$ cat src/hdl/rtc_irq_map.svh
// Register map, field positions, reset values and timing figures of the
// status and interrupt block. Definitions only; include by bare name.
`ifndef RTC_IRQ_MAP_SVH
`define RTC_IRQ_MAP_SVH

`define IRQ_ENABLE_CONTROL_ADDR   4'hE
`define IRQ_FLAG_STATUS_ADDR      4'hF

// Enable/control register
`define EN_WEEKDAY_ALARM_BIT      7
`define EN_DAILY_ALARM_BIT        6
`define EN_CLKOUT_OFF2_BIT        4
`define EN_PERIODIC_SEL_HI        2
`define EN_PERIODIC_SEL_LO        0
`define ENABLE_CONTROL_RESET      8'h00
`define ENABLE_CONTROL_RW_MASK    8'hD7

// Flag/status register
`define FL_SUPPLY_LOW_BIT         6
`define FL_OSC_HALT_BIT           5
`define FL_POWER_UP_BIT           4
`define FL_CLKOUT_OFF1_BIT        3
`define FL_PERIODIC_BIT           2
`define FL_WEEKDAY_ALARM_BIT      1
`define FL_DAILY_ALARM_BIT        0

// Supply sampling window, once per second
`define SAMPLE_WINDOW_US          7800
`define CLK_MHZ                   100
`define SAMPLE_WINDOW_CYCLES      (`SAMPLE_WINDOW_US * `CLK_MHZ)

`endif

$ cat src/hdl/rtc_irq_pkg.sv
// Types shared by the status and interrupt block and its surroundings.
// Assumes the numeric map lives in rtc_irq_map.svh.
package rtc_irq_pkg;

  typedef enum logic [2:0] {
    PER_OFF,
    PER_FIXED_LOW,
    PER_PULSE_2HZ,
    PER_PULSE_1HZ,
    PER_LEVEL_SEC,
    PER_LEVEL_MIN,
    PER_LEVEL_HOUR,
    PER_LEVEL_MONTH
  } periodic_mode_e;

  // Time-base events from the counters, same clock domain
  typedef struct packed {
    logic sec_tick;
    logic min_tick;
    logic hour_tick;
    logic month_tick;
    logic wave_2hz;
    logic wave_1hz;
  } time_events_s;

  // Register access from the two-wire front end
  typedef struct packed {
    logic [3:0] addr;
    logic       wr;
    logic [7:0] wdata;
  } reg_req_s;

endpackage

$ cat src/hdl/rtc_irq_status.sv
// Status flags, alarm and periodic interrupt logic of the real-time clock.
// Assumes the two-wire front end presents register accesses in this clock
// domain, and that rst_n is the internal power-on reset held until the
// crystal has started.
`timescale 1ns/1ps
`default_nettype none
`include "rtc_irq_map.svh"

module rtc_irq_status #(
  parameter int unsigned TWO_PIN_VARIANT = 1,
  parameter int unsigned SAMPLE_CYCLES   = `SAMPLE_WINDOW_CYCLES
) (
  input  wire logic                       clk,
  input  wire logic                       rst_n,
  input  wire rtc_irq_pkg::reg_req_s      reg_req,
  output logic [7:0]                      reg_rdata,
  output logic                            bus_ready,
  input  wire rtc_irq_pkg::time_events_s  time_ev,
  input  wire logic                       weekday_alarm_match,
  input  wire logic                       daily_alarm_match,
  input  wire logic                       osc_running,
  input  wire logic                       supply_at_or_below,
  output logic                            supply_sample_active,
  output logic                            clkout_off1,
  output logic                            clkout_off2,
  output logic                            irq_pin_a_n_o,
  output logic                            irq_pin_a_n_oe,
  output logic                            irq_pin_b_n_o,
  output logic                            irq_pin_b_n_oe
);
  import rtc_irq_pkg::*;

  logic                 weekday_alarm_enable;
  logic                 daily_alarm_enable;
  logic [2:0]           periodic_select;
  logic                 power_up_flag;
  logic                 osc_halt_flag;
  logic                 supply_low_flag;
  logic                 weekday_alarm_flag;
  logic                 daily_alarm_flag;
  logic                 periodic_irq_flag;
  logic                 osc_meta;
  logic                 osc_sync;
  logic                 cmp_meta;
  logic                 cmp_sync;
  logic                 wr_enable_reg;
  logic                 wr_flag_reg;
  logic                 sampling;
  logic [31:0]          sample_count;
  logic                 periodic_event;
  logic                 periodic_level_mode;
  logic                 periodic_pin_req;
  logic                 pin_a_req;
  logic                 pin_b_req;
  periodic_mode_e       periodic_mode;

  // A write of 0 to a flag bit clears it; a 1 leaves it alone
  function automatic logic flag_clear(input logic wr, input logic [7:0] data, input int bit_pos);
    flag_clear = wr && !data[bit_pos];
  endfunction

  // Accesses are only honoured once power-on reset has released
  assign wr_enable_reg = bus_ready && reg_req.wr
                         && (reg_req.addr == `IRQ_ENABLE_CONTROL_ADDR);
  assign wr_flag_reg   = bus_ready && reg_req.wr
                         && (reg_req.addr == `IRQ_FLAG_STATUS_ADDR);

  // Ready rises on the first edge after reset release, so a write taken on that
  // same edge is dropped; the front end waits one cycle
  always_ff @(posedge clk) begin
    if (!rst_n) begin
      bus_ready <= 1'b0;
    end else begin
      bus_ready <= 1'b1;
    end
  end

  // Pin-level inputs come from analog circuits outside this clock
  // Both flops reset to 0, so the halt flag stays set for two edges after reset;
  // harmless, since power-on reset sets it anyway
  always_ff @(posedge clk) begin
    if (!rst_n) begin
      osc_meta <= 1'b0;
      osc_sync <= 1'b0;
      cmp_meta <= 1'b0;
      cmp_sync <= 1'b0;
    end else begin
      osc_meta <= osc_running;
      osc_sync <= osc_meta;
      cmp_meta <= supply_at_or_below;
      cmp_sync <= cmp_meta;
    end
  end

  // Enable/control register
  always_ff @(posedge clk) begin
    if (!rst_n) begin
      weekday_alarm_enable <= 1'b0;
      daily_alarm_enable   <= 1'b0;
      clkout_off2          <= 1'b0;
      periodic_select      <= 3'h0;
    end else if (wr_enable_reg) begin
      weekday_alarm_enable <= reg_req.wdata[`EN_WEEKDAY_ALARM_BIT];
      daily_alarm_enable   <= reg_req.wdata[`EN_DAILY_ALARM_BIT];
      clkout_off2          <= reg_req.wdata[`EN_CLKOUT_OFF2_BIT];
      periodic_select      <= reg_req.wdata[`EN_PERIODIC_SEL_HI:`EN_PERIODIC_SEL_LO];
    end
  end

  always_ff @(posedge clk) begin
    if (!rst_n) begin
      clkout_off1 <= 1'b0;
    end else if (wr_flag_reg) begin
      clkout_off1 <= reg_req.wdata[`FL_CLKOUT_OFF1_BIT];
    end
  end

  // Power-on reset means the supply came up from zero: all three flags read 1
  always_ff @(posedge clk) begin
    if (!rst_n) begin
      power_up_flag <= 1'b1;
    end else if (flag_clear(wr_flag_reg, reg_req.wdata, `FL_POWER_UP_BIT)) begin
      power_up_flag <= 1'b0;
    end
  end

  always_ff @(posedge clk) begin
    if (!rst_n) begin
      osc_halt_flag <= 1'b1;
    end else if (!osc_sync) begin
      osc_halt_flag <= 1'b1;
    end else if (flag_clear(wr_flag_reg, reg_req.wdata, `FL_OSC_HALT_BIT)) begin
      osc_halt_flag <= 1'b0;
    end
  end

  // Supply sampling: a window opens on each second tick while the flag is 0
  // SAMPLE_CYCLES counts this clock, so it must be rescaled if the clock changes
  always_ff @(posedge clk) begin
    if (!rst_n) begin
      sampling     <= 1'b0;
      sample_count <= 32'h0;
    end else if (supply_low_flag) begin
      sampling     <= 1'b0;
      sample_count <= 32'h0;
    end else if (!sampling && time_ev.sec_tick) begin
      sampling     <= 1'b1;
      sample_count <= 32'h0;
    end else if (sampling) begin
      if (sample_count == SAMPLE_CYCLES - 1) begin
        sampling <= 1'b0;
      end
      sample_count <= sample_count + 32'h1;
    end
  end

  assign supply_sample_active = sampling;

  // While power-up is set, supply-low cannot be cleared: the host clears power-up
  // first and then supply-low, in two writes
  always_ff @(posedge clk) begin
    if (!rst_n) begin
      supply_low_flag <= 1'b1;
    end else if (power_up_flag) begin
      supply_low_flag <= 1'b1;
    end else if (sampling && cmp_sync) begin
      supply_low_flag <= 1'b1;
    end else if (flag_clear(wr_flag_reg, reg_req.wdata, `FL_SUPPLY_LOW_BIT)) begin
      supply_low_flag <= 1'b0;
    end
  end

  // Alarm flags latch a match while enabled; clearing leaves the enable as is
  always_ff @(posedge clk) begin
    if (!rst_n) begin
      weekday_alarm_flag <= 1'b0;
    end else if (weekday_alarm_enable && weekday_alarm_match) begin
      weekday_alarm_flag <= 1'b1;
    end else if (flag_clear(wr_flag_reg, reg_req.wdata, `FL_WEEKDAY_ALARM_BIT)) begin
      weekday_alarm_flag <= 1'b0;
    end
  end

  always_ff @(posedge clk) begin
    if (!rst_n) begin
      daily_alarm_flag <= 1'b0;
    end else if (daily_alarm_enable && daily_alarm_match) begin
      daily_alarm_flag <= 1'b1;
    end else if (flag_clear(wr_flag_reg, reg_req.wdata, `FL_DAILY_ALARM_BIT)) begin
      daily_alarm_flag <= 1'b0;
    end
  end

  // Periodic source
  // Every select code is legal, so the decodes below need no default item
  assign periodic_mode       = periodic_mode_e'(periodic_select);
  assign periodic_level_mode = periodic_select[2];

  always_comb begin
    periodic_event = 1'b0;
    unique case (periodic_mode)
      PER_LEVEL_SEC:   periodic_event = time_ev.sec_tick;
      PER_LEVEL_MIN:   periodic_event = time_ev.min_tick;
      PER_LEVEL_HOUR:  periodic_event = time_ev.hour_tick;
      PER_LEVEL_MONTH: periodic_event = time_ev.month_tick;
      PER_OFF, PER_FIXED_LOW, PER_PULSE_2HZ, PER_PULSE_1HZ: periodic_event = 1'b0;
    endcase
  end

  // In level mode the flag is sticky; otherwise it mirrors the live request,
  // since a pulse waveform cannot be acknowledged
  always_ff @(posedge clk) begin
    if (!rst_n) begin
      periodic_irq_flag <= 1'b0;
    end else if (!periodic_level_mode) begin
      periodic_irq_flag <= periodic_pin_req;
    end else if (periodic_event) begin
      periodic_irq_flag <= 1'b1;
    end else if (flag_clear(wr_flag_reg, reg_req.wdata, `FL_PERIODIC_BIT)) begin
      periodic_irq_flag <= 1'b0;
    end
  end

  always_comb begin
    periodic_pin_req = 1'b0;
    unique case (periodic_mode)
      PER_OFF:       periodic_pin_req = 1'b0;
      PER_FIXED_LOW: periodic_pin_req = 1'b1;
      PER_PULSE_2HZ: periodic_pin_req = !time_ev.wave_2hz;
      PER_PULSE_1HZ: periodic_pin_req = !time_ev.wave_1hz;
      PER_LEVEL_SEC, PER_LEVEL_MIN, PER_LEVEL_HOUR, PER_LEVEL_MONTH:
        periodic_pin_req = periodic_irq_flag;
    endcase
  end

  // Pin routing: open-drain, only ever driven low
  always_comb begin
    if (TWO_PIN_VARIANT != 0) begin
      pin_a_req = (daily_alarm_flag && daily_alarm_enable) || periodic_pin_req;
      pin_b_req = weekday_alarm_flag && weekday_alarm_enable;
    end else begin
      pin_a_req = (daily_alarm_flag && daily_alarm_enable)
                  || (weekday_alarm_flag && weekday_alarm_enable)
                  || periodic_pin_req;
      pin_b_req = 1'b0;
    end
  end

  // Registered so that a glitch on a combined request never reaches a pin
  always_ff @(posedge clk) begin
    if (!rst_n) begin
      irq_pin_a_n_oe <= 1'b0;
      irq_pin_b_n_oe <= 1'b0;
    end else begin
      irq_pin_a_n_oe <= pin_a_req;
      irq_pin_b_n_oe <= pin_b_req;
    end
  end

  assign irq_pin_a_n_o = 1'b0;
  assign irq_pin_b_n_o = 1'b0;

  // Reading has no side effect; outside level mode the periodic flag follows its request, other flags clear only on an explicit write of 0
  // Read data, one cycle after the address; unmapped addresses read 0
  always_ff @(posedge clk) begin
    if (!rst_n) begin
      reg_rdata <= 8'h00;
    end else if (reg_req.addr == `IRQ_ENABLE_CONTROL_ADDR) begin
      reg_rdata <= {weekday_alarm_enable, daily_alarm_enable, 1'b0, clkout_off2,
                    1'b0, periodic_select};
    end else if (reg_req.addr == `IRQ_FLAG_STATUS_ADDR) begin
      reg_rdata <= {1'b0, supply_low_flag, osc_halt_flag, power_up_flag, clkout_off1,
                    periodic_irq_flag, weekday_alarm_flag, daily_alarm_flag};
    end else begin
      reg_rdata <= 8'h00;
    end
  end

endmodule

`default_nettype wire

$ cat config.mk
export PLATFORM = sky130hd
export DESIGN_NAME = rtc_irq_status
export DESIGN_NICKNAME = d
export VERILOG_FILES = /design/src/hdl/rtc_irq_pkg.sv /design/src/hdl/rtc_irq_status.sv
export VERILOG_INCLUDE_DIRS = /design/src /design/src/hdl
export SDC_FILE = /design/constraint.sdc
export NUM_CORES = 1
export LEC_CHECK = 0
export BUFFER_PORTS_ARGS = -buffer_cell sky130_fd_sc_hd__buf_2
export CORE_MARGIN = 3
export CORE_UTILIZATION = 56
export DETAILED_ROUTE_END_ITERATION = 10
export GPL_ROUTABILITY_DRIVEN = 0
export HOLD_SLACK_MARGIN = 0.05
export PLACE_DENSITY = 0.88
export SETUP_SLACK_MARGIN = 0.4
export SYNTH_ARGS = -nofsm -noshare
export SYNTH_HDL_FRONTEND = slang
export SYNTH_SLANG_ARGS = --single-unit
$ cat constraint.sdc
create_clock -name clk -period 2.68 [get_ports clk]
set_input_delay 0.268 -clock clk [delete_from_list [all_inputs] [get_ports clk]]
set_output_delay 0.268 -clock clk [all_outputs]
set_load 0.005 [all_outputs]
; Word-level counts from Yosys, hierarchy flattened
; Cells that the tools add are included.
[totals]
ff_bits = 61
wordCells = 86
[op_classes]
reduce_logical = 35
mux = 15
addsub = 1
eq_ne = 11
bitwise = 2
[op_table]
columns = cell, n
row1 = adder 32 x 1 -> 32 bit (second input constant), 1
row2 = == test 32 x 20 -> 1 bit (second input constant), 1
row3 = logical AND 1 bit, 15
row4 = == test 3 bit (second input constant), 4
row5 = 2-to-1 mux 1 bit, 11
row6 = case mux 1 bit (5 select lines), 2
row7 = logical NOT 1 bit, 9
row8 = OR reduction 3 bit, 3
row9 = == test 4 bit (second input constant), 2
row10 = 2-to-1 mux 8 bit, 1
row11 = OR reduction 4 bit, 2
row12 = 2-to-1 mux 7 bit, 1
row13 = == test 3 x 2 -> 1 bit (second input constant), 2
row14 = nonzero test 2 bit, 2
row15 = == test 3 x 1 -> 1 bit (second input constant), 1
row16 = logical NOT 3 bit, 1
row17 = != test 3 x 1 -> 1 bit (second input constant), 1
row18 = inverter 1 bit, 2
row19 = AND reduction 2 bit, 1
row20 = OR reduction 2 bit, 1
row21 = logical OR 1 bit, 1

; Logic depth before layout (Yosys ltp)
; Gate-level depths: netlist (run 1).
[depth]
depth_word = 6
mapped_depth = 6
mapped_depth_nobuf = 5

; Worst setup path before layout (run 1)
; OpenSTA, ideal clock, no wires.
[synth_path]
path_type = flip-flop to flip-flop
from = register sample_count[0]
to = register sample_count[20]
path_stages_with_launch = 7
slack_ns = 0.779
arrival_time_ns = 1.830
cell_sequence = dfxtp_1 > ha_1 > nand2_1 > or4_4 > buf_6 > or4_1 > a21oi_1
[synth_between]
elab_chain_len = 1
[synth_rtl]
columns = element, line
row1 = start: declaration, rtc_irq_status.sv:49  ; logic [31:0] sample_count;
row2 = start signal: assignment, rtc_irq_status.sv:153  ; sample_count <= sample_count + 32'h1;
row3 = adder 32 x 1 -> 32 bit, rtc_irq_status.sv:153
; Every way passes these cells.
; A chain may end at the register's enable or synchronous reset.

; Worst setup path in the final report (run 1)
[layout_path]
from = register sample_count[14]
to = register sample_count[23]
; Same word-level chain as after synthesis.

==> results.py, run 1 <==
metrics = {
    "layout": {
        "top_register": "sample_count",
        "stdcell_count": 386,
        "multi_input_area_sq_um": 1340,
        "largest_reg_flops": 32,
        "syn_to_final_growth_pct": 15.2,
        "antennaDiodeCount": 0,
        "finalNetCount": 356,
        "drive_gt1_share_pct": 19.8,
        "fillers": 356,
        "regArea_sq_um": 1220,
    },
    "global_route": {
        "grt_use_met3_pct": 8.28,
        "antenna_found_initial": 0,
        "grt_usage_pct": 22.8,
        "grt.met1_usage_pct": 26.9,
        "grt_busiest_layer": "met2",
        "grt_max_degree": 33,
        "grt_pass1_vias": 2195,
        "grt_pass1_wl_um": 9810,
        "overflow": 0,
        "gr-usage-met2_pct": 37.1,
    },
    "worst_hold_path": {
        "hp-class": "in2reg",
        "holdPathStages": 2,
    },
    "timing": {
        "min_period_ns": 2.08,
        "holdWs_ns": 0.138,
        "setup_viol_count_final": 0,
        "finClkSkew_ns": 0.00353,
        "tns_ns": 0,
        "rsz0062_at_grt": "false",
        "final_max_slew_viol_count": 0,
        "clock.fmax_mhz": 481,
        "finalCritPeriodShare_pct": 77.6,
        "finalHoldViolCount": 0,
        "finalWorstSetupSlack_ns": 0.601,
    },
    "placed_design": {
        "dpl.cell_count": 371,
        "post-place-ws_ns": 0.649,
        "io_buffers": 38,
        "dp_hpwl_um": 3920,
    },
    "clock_network": {
        "cts_setup_buffers": 0,
        "htree_levels": 3,
        "clk_latency_ns": 0.33,
        "numCtsBuffers": 9,
        "cts_buffer_depth": 2,
        "root_buffer": "clkbuf_8",
        "clk_pin_slew_ns": 0.06,
        "cts.repair.resized": 0,
        "hold_buffers": 0,
        "clock_sinks": 61,
        "cts_tree": "done",
    },
    "route": {
        "vias_per_cell": 5.94,
        "drt_iter0_markers": 196,
        "routed_wirelength_um": 5670,
        "drtAntennaViolNets": 0,
        "dr.pass1.iters": 4,
        "drc_errors": 0,
        "wl_per_cell_um": 14.7,
        "vias": 2294,
    },
    "yosys": {
        "syn_avg_cell_area_sq_um": 9.11,
        "ys_seq_area_share_pct": 45.7,
        "synth_top_area_cell": "dfxtp_1",
        "ys_top_cells_by_area": "dfxtp_1, mux2i_1, a21oi_1, nand4_1, or4_1",
        "synth_cell_types": 41,
        "yosysTopAreaCellShare_pct": 45.7,
        "ys_ff_latch": 61,
        "yosysWarnings": 0,
        "syn-cell-area_sq_um": 2670,
        "syn_inst": 293,
    },
    "critical_path": {
        "cp_num_buf_inv": 1,
        "cp-start-kind": "flip-flop",
        "cp_slowest_stage_delay_ns": 0.61,
        "worstPathArrival_ns": 2.34,
        "crit_required_ns": 2.94,
        "end_kind": "flip-flop",
        "ff2ff_path_depth": 5,
        "cp_top_family": "simple AND/OR/NAND/NOR gates",
        "crit_path_max_fanout": 12,
        "crit_chain": "nand4_1 -> buf_4 -> or4_4 -> or4_1 -> a21oi_1",
        "criticalPathCategory": "reg2reg",
        "critical-path-slowest-cell": "or4_4",
        "critical_path_depth": 5,
    },
    "die": {
        "start_util_pct": 59.7,
        "ios": 41,
        "fp.dieH_um": 75.1,
        "dieArea_sq_um": 5630,
        "core-area_sq_um": 4470,
        "die_x_um": 75.1,
        "rows": 24,
    },
    "power": {
        "pwr-share-comb_pct": 2.3,
        "power.clock.fraction_pct": 48.0,
        "peakVddDrop_mv": 0.363,
        "internal_power_mw": 1.48,
        "swShare_pct": 19.7,
        "power.density_nw_per_um2": 598,
        "leakagePower_nw": 1.03,
        "p_seq_share_pct": 49.7,
        "p_total_mw": 1.84,
        "p_switching_uw": 363,
    },
    "outcome": {
        "status": "finished clean",
    },
    "job": {
        "cap_violations": 0,
    },
}
kinds of logic (layout without fill, tap and decap cells):
logic type | Yosys count | count (layout) | synth area share (%)
multiplexers | 14 | 14 | 5.25
flip-flops | 61 | 61 | 45.7
adder cells (fa/ha/maj) | 1 | 1 | 0.469
other | 1 | 2 | 0.140
AND/OR/NAND/NOR | 130 | 130 | 28.6
XOR/XNOR | 12 | 12 | 3.94
buffers and inverters | 21 | 61 | 4.31
AO/OA/AOI/OAI | 53 | 53 | 11.6
path summary, 6_finish.rpt:
kind	startpoint	end	slack (ns)
worst max-delay path	sample_count[14]	sample_count[23]	0.60
worst min-delay path	supply_at_or_below	cmp_meta	0.14
worst max register to register	sample_count[14]	sample_count[23]	0.60
worst min register to register	osc_sync	osc_halt_flag	0.40
stage by stage:
stage,instance area (sq um),util (%)
floorplan,2670,-
global placement,2860,64.0
detailed placement,2860,64.0
CTS,3080,68.8
global route,3080,68.8
finish,3080,68.8
synthesized netlist by cell type (all sizes together):
cell	instances
dfxtp	61
nor2	20
a21oi	19
nand2	19
o21ai	17
nand4	16
mux2i	14
or4	14
nand3	12
clkbuf	11
o31ai	11
nor2b	10
or3	10
xnor2	8
buf	6
nor4	6
and2	5
and3	4
inv	4
nor3	4
xor2	4
and4	3
nor4b	3
a21boi	2
a31o	1
a31oi	1
and4b	1
conb	1
ha	1
nand4b	1
nor3b	1
o21a	1
o221ai	1
or2	1
worst register-to-register path, cell delays in order, from the launching register on:
cell	delay, ns
dfxtp_1	0.42
nand4_1	0.10
buf_4	0.19
or4_4	0.61
or4_1	0.53
a21oi_1	0.16
layer usage:
metal	vias to the layer above	part of all wire (%)
li1	1146	-
met1	1067	44
met2	72	49
met3	9	5.9
met4	0	1.1
met5	-	0
layout make-up:
cell class,count,area share (%)
Tap cell,52,2.11
Timing Repair Buffer,42,7.16
Inverter,4,0.488
Multi-Input combinational cell,212,43.6
Clock buffer,11,4.60
Sequential cell,61,39.7
Clock inverter,4,2.36
power by group through the flow:
stage          Sequential, mW  Combinational, mW  Clock (mW)
5_1_grt                 0.914             0.0471       0.949
2_1_floorplan           0.934             0.0208           0
6_report                0.915             0.0425       0.883
4_1_cts                 0.914             0.0425       0.901
3_5_place_dp            0.935             0.0422           0
3_3_place_gp            0.935             0.0408           0
cell usage in the layout, fill, tap and decap left out, types with 2 or more instances in the layout:
cell and n:
a21oi_1 19, nor4b_1 3, dfxtp_1 61, buf_4 4, or4_1 12, and3_1 4, xnor2_1 8, a21boi_0 2
mux2i_1 14, buf_2 38, o31ai_1 11, and2_1 5, and4_1 3, nand3_1 12, nor4_1 6, nor2b_1 10
inv_1 4, nor3_1 4, nor2_1 20, o21ai_0 16, xor2_1 4, or3_2 4, conb_1 2, or4_4 2
bufinv_16 2, nand2_1 19, or3_1 6, nand4_1 15, clkbuf_8 10
No activity file was read; power rests on OpenSTA's default activity.
==> run 2: changes to the inputs <==
Settings changed: CORE_UTILIZATION 56 to 50, PLACE_DENSITY 0.88 to 0.83.
Clock period 2.68 ns to 1.7 ns, I/O delays scaled along.
==> results.py, run 2 (synthesis results as in run 1) <==
metrics = {
    "global_route": {
        "grt_pass1_wl_um": 12200,
        "antenna_found_initial": 0,
        "grt_pass1_vias": 2646,
        "grt_usage_pct": 25.5,
        "overflow": 0,
        "grt_max_degree": 23,
    },
    "critical_path": {
        "criticalPathCategory": "reg2reg",
        "cp_top_family": "simple AND/OR/NAND/NOR gates",
        "worstPathArrival_ns": 2.20,
        "end_kind": "flip-flop",
        "cp_num_buf_inv": 1,
        "cp-start-kind": "flip-flop",
        "cp_slowest_stage_delay_ns": 0.64,
        "crit_chain": "nand3_1 -> or4_4 -> buf_4 -> o31ai_1 -> a21oi_2",
        "crit_path_max_fanout": 6,
        "critical-path-slowest-cell": "or4_4",
        "crit_required_ns": 1.93,
    },
    "layout": {
        "antennaDiodeCount": 0,
        "utilization_pct": 87.1,
        "top_register": "sample_count",
        "drive_gt1_share_pct": 54.8,
        "stdcell_count": 476,
        "fillers": 251,
        "layout_commonest_cell": "buf_4",
        "syn_to_final_growth_pct": 61.2,
        "layout_common_cells": "buf_4, dfxtp_1, buf_2",
        "finalNetCount": 430,
        "largest_reg_flops": 32,
    },
    "route": {
        "drt_iter0_markers": 283,
        "drc_errors": 0,
        "dr.pass1.iters": 8,
        "vias_per_cell": 6.26,
        "vias": 2979,
        "drtAntennaViolNets": 0,
        "wl_per_cell_um": 20.9,
        "routed_wirelength_um": 9960,
    },
    "timing": {
        "min_period_ns": 1.96,
        "finalCritPeriodShare_pct": 116,
        "tns_ns": -2.13,
        "finClkSkew_ns": 0.0101,
        "clock.fmax_mhz": 509,
        "finalHoldViolCount": 0,
        "final_max_slew_viol_count": 0,
        "finalWorstSetupSlack_ns": -0.265,
        "setup_viol_count_final": 16,
        "rsz0062_at_grt": "true",
    },
    "power": {
        "p_total_mw": 2.97,
        "leakagePower_nw": 1.67,
        "power.density_nw_per_um2": 691,
        "peakVddDrop_mv": 0.811,
    },
    "placed_design": {
        "post-place-ws_ns": -0.110,
        "dpl.cell_count": 428,
        "io_buffers": 38,
        "dp_hpwl_um": 4600,
    },
    "outcome": {
        "violations": "setup timing",
        "status": "finished, violations left",
    },
    "clock_network": {
        "root_buffer": "clkbuf_8",
        "clk_pin_slew_ns": 0.08,
        "htree_levels": 3,
        "numCtsBuffers": 9,
        "clock_sinks": 61,
        "cts_tree": "done",
        "clk_latency_ns": 0.36,
        "cts_buffer_depth": 2,
    },
    "die": {
        "dieArea_sq_um": 6250,
        "rows": 25,
        "ios": 41,
        "core-area_sq_um": 4940,
        "die_x_um": 79.1,
        "fp.dieH_um": 79.1,
        "start_util_pct": 54.0,
    },
    "worst_hold_path": {
        "hp-class": "in2reg",
    },
    "job": {
        "cap_violations": 0,
    },
}
==> run 2: cell count changes in the layout (fill, tap and decap cells not counted), moves of 8 or more <==
cell and change:
buf_6 +25, or4_1 -10, buf_4 +42, or4_4 +12, or3_4 +8, a21oi_1 -17, dfxtp_2 +15, dfxtp_1 -21
a21oi_2 +17
==> run 2: metal layers <==
metal	wire length (um)	vias up	GRT usage [%]	share of wire, %
met4	553	0	12.9	5.6
met2	4980	213	44.1	50
met1	3520	1393	27.6	35
li1	-	1312	-	-
met3	903	61	8.73	9.1
met5	0	-	0	0
==> run 2: where the power goes <==
group / leakage, nW / switching [mW] / total, mW / internal, mW
clock network: 0.110 / 0.637 / 1.47 / 0.832
registers: 0.505 / 0.00387 / 1.43 / 1.43
logic: 1.06 / 0.0328 / 0.0729 / 0.0401
total: 1.67 / 0.673 / 2.97 / 2.30
==> run 2: final cells by class <==
cell class                 count  area, sq um  area share, %
clock buffer                   9          124           2.88
clock inverter                 7         98.8           2.30
inverter                       4         15.0          0.349
multi-input combinational    214         1810           42.0
sequential                    61         1260           29.3
tap                           67         83.8           1.95
timing repair buffer         114          912           21.2
==> run 2: stage by stage <==
stage / area (sq um) / hold slack (ns)
2_1_floorplan: 2720 / 0.198
3_3_place_gp: 3240 / 0.370
3_5_place_dp: 3240 / 0.384
4_1_cts: 3840 / 0.0545
5_1_grt: 4300 / 0.0551
6_report: 4300 / 0.0633
==> run 2: final timing paths <==
check / from / end / slack [ns] / cells after the start
max: sample_count[4] / sample_count[30] / -0.26 / 5
min: weekday_alarm_match / weekday_alarm_flag / 0.06 / 3
max reg2reg: sample_count[4] / sample_count[30] / -0.26 / 5
min reg2reg: osc_sync / osc_halt_flag / 0.41 / 1
==> run 2: worst min-delay path, cell delays in order <==
cell      delay, ns
buf_2          0.09
nand2_1        0.05
a21boi_0       0.06
==> run 2: timing repair <==
item / 4_1_cts / 5_1_grt
gates resized for setup: 45 / 84
hold endpoints to repair: 2 / 0
hold buffers: 2 / 0
gates cloned: 3 / 1
buffers inserted: 14 / 12
endpoints found under the setup margin: 33 / 34
pin swaps: 20 / 35
==> run 3: changes to the inputs <==
Settings changed: HOLD_SLACK_MARGIN 0.05 to 0.06, TNS_END_PERCENT set to 5.
==> results.py, run 3 (synthesis results as in run 1) <==
metrics = {
    "clock_network": {
        "htree_levels": 3,
        "root_buffer": "clkbuf_8",
        "clock_sinks": 61,
        "clk_pin_slew_ns": 0.07,
        "cts_tree": "done",
        "cts_buffer_depth": 2,
        "clk_latency_ns": 0.35,
        "numCtsBuffers": 9,
    },
    "job": {
        "cap_violations": 0,
    },
    "route": {
        "wl_per_cell_um": 15.8,
        "routed_wirelength_um": 7140,
        "drtAntennaViolNets": 0,
        "vias": 2552,
        "drc_errors": 0,
        "dr.pass1.iters": 4,
        "vias_per_cell": 5.65,
        "drt_iter0_markers": 170,
    },
    "layout": {
        "syn_to_final_growth_pct": 39.5,
        "largest_reg_flops": 32,
        "top_register": "sample_count",
        "utilization_pct": 75.3,
        "layout_common_cells": "dfxtp_1, buf_4, buf_2",
        "drive_gt1_share_pct": 40.0,
        "antennaDiodeCount": 0,
        "stdcell_count": 452,
        "finalNetCount": 406,
    },
    "global_route": {
        "antenna_found_initial": 0,
        "grt_usage_pct": 24.9,
        "gr-usage-met2_pct": 43.7,
        "overflow": 0,
        "grt_use_met3_pct": 7.82,
        "grt_pass1_vias": 2642,
        "grt_max_degree": 33,
        "grt_busiest_layer": "met2",
        "grt.met1_usage_pct": 27.4,
        "grt_pass1_wl_um": 12100,
    },
    "placed_design": {
        "dpl.cell_count": 429,
        "io_buffers": 38,
        "dp_hpwl_um": 4540,
        "post-place-ws_ns": -0.181,
    },
    "timing": {
        "clock.fmax_mhz": 539,
        "final_max_slew_viol_count": 0,
        "finClkSkew_ns": 0.00902,
        "tns_ns": -1.13,
        "min_period_ns": 1.86,
        "setup_viol_count_final": 14,
        "finalCritPeriodShare_pct": 109,
        "finalWorstSetupSlack_ns": -0.157,
        "rsz0062_at_grt": "true",
        "finalHoldViolCount": 0,
    },
    "power": {
        "p_total_mw": 2.79,
        "peakVddDrop_mv": 0.612,
        "power.density_nw_per_um2": 750,
        "leakagePower_nw": 1.41,
    },
    "worst_hold_path": {
        "hp-start": "weekday_alarm_match",
        "hp-class": "in2reg",
    },
    "critical_path": {
        "crit_chain": "ha_4 -> nand2_2 -> or4_4 -> buf_6 -> or4_1 -> a21oi_1",
        "critical-path-slowest-cell": "or4_4",
        "crit_start": "sample_count[0]",
        "criticalPathCategory": "reg2reg",
        "crit_required_ns": 1.98,
        "rr_startpoint": "sample_count[0]",
        "crit_path_max_fanout": 7,
        "worstPathArrival_ns": 2.14,
        "cp-start-kind": "flip-flop",
        "cp_slowest_stage_delay_ns": 0.56,
        "end_kind": "flip-flop",
    },
    "die": {
        "dieArea_sq_um": 6250,
        "start_util_pct": 54.0,
        "rows": 25,
        "core-area_sq_um": 4940,
        "die_x_um": 79.1,
        "fp.dieH_um": 79.1,
        "ios": 41,
    },
    "outcome": {
        "violations": "setup timing",
        "status": "finished, violations left",
    },
}
-- run 3: cell types whose count changed in the layout (fill, tap and decap cells not counted), moves of 3 or more --
cell / delta
nor2_4: -4
a21oi_1: +14
or3_4: -3
or4_4: -11
buf_6: -18
a21oi_2: -14
dfxtp_1: +4
o31ai_1: +3
nor2_1: +4
or4_1: +9
-- run 3: area by class of cell --
| type | count | area, sq um |
|---|---|---|
| multi-input cells | 212 | 1540 |
| repair buffers | 92 | 639 |
| well taps | 67 | 83.8 |
| fillers | 344 | 1220 |
| clock inverters | 4 | 48.8 |
| inverters | 4 | 15.0 |
| flip-flops and latches | 61 | 1250 |
| clock buffers | 12 | 145 |
-- run 3: worst paths after layout --
| path | endpoint | slack (ns) | depth (start not counted) |
|---|---|---|---|
| hold / removal | weekday_alarm_flag | 0.08 | 3 |
| setup reg to reg | sample_count[20] | -0.16 | 6 |
| setup / recovery | sample_count[20] | -0.16 | 6 |
| hold reg to reg | osc_halt_flag | 0.39 | 1 |
-- run 3: stage by stage --
stage	cell area, sq um	hold WS, ns
2_1_floorplan	2710	0.198
3_3_place_gp	3250	0.370
3_5_place_dp	3250	0.377
4_1_cts	3660	0.0669
5_1_grt	3720	0.0949
6_report	3720	0.0788
-- run 3: what timing repair did --
action                                  4_1_cts  5_1_grt
endpoints found under the setup margin       28       33
setup buffers                                 5        0
endpoints found under the hold margin         2        0
hold buffers                                  2        0
pin swaps                                    35       25
resized for setup                            30       20
-- run 3: where the power goes --
group,internal (mW),switching [mW]
Combinational,0.0403,0.0334
Clock,0.715,0.569
Sequential,1.43,0.00453
-- run 3: routing by layer --
| metal | up-vias | part of all wire [%] |
|---|---|---|
| li1 | 1252 | - |
| met1 | 1207 | 40 |
| met2 | 78 | 54 |
| met3 | 15 | 5.1 |
| met4 | 0 | 1.7 |
| met5 | - | 0 |
-- run 3: worst max-delay path, delay by kind of cell, from the launching register on --
kind	cells	cell delay (ns)
AOI/OAI and AO/OA	1	0.13
adders and majority gates	1	0.14
buffers and inverters	1	0.16
DFF	1	0.35
and+or+nand+nor	3	1.02
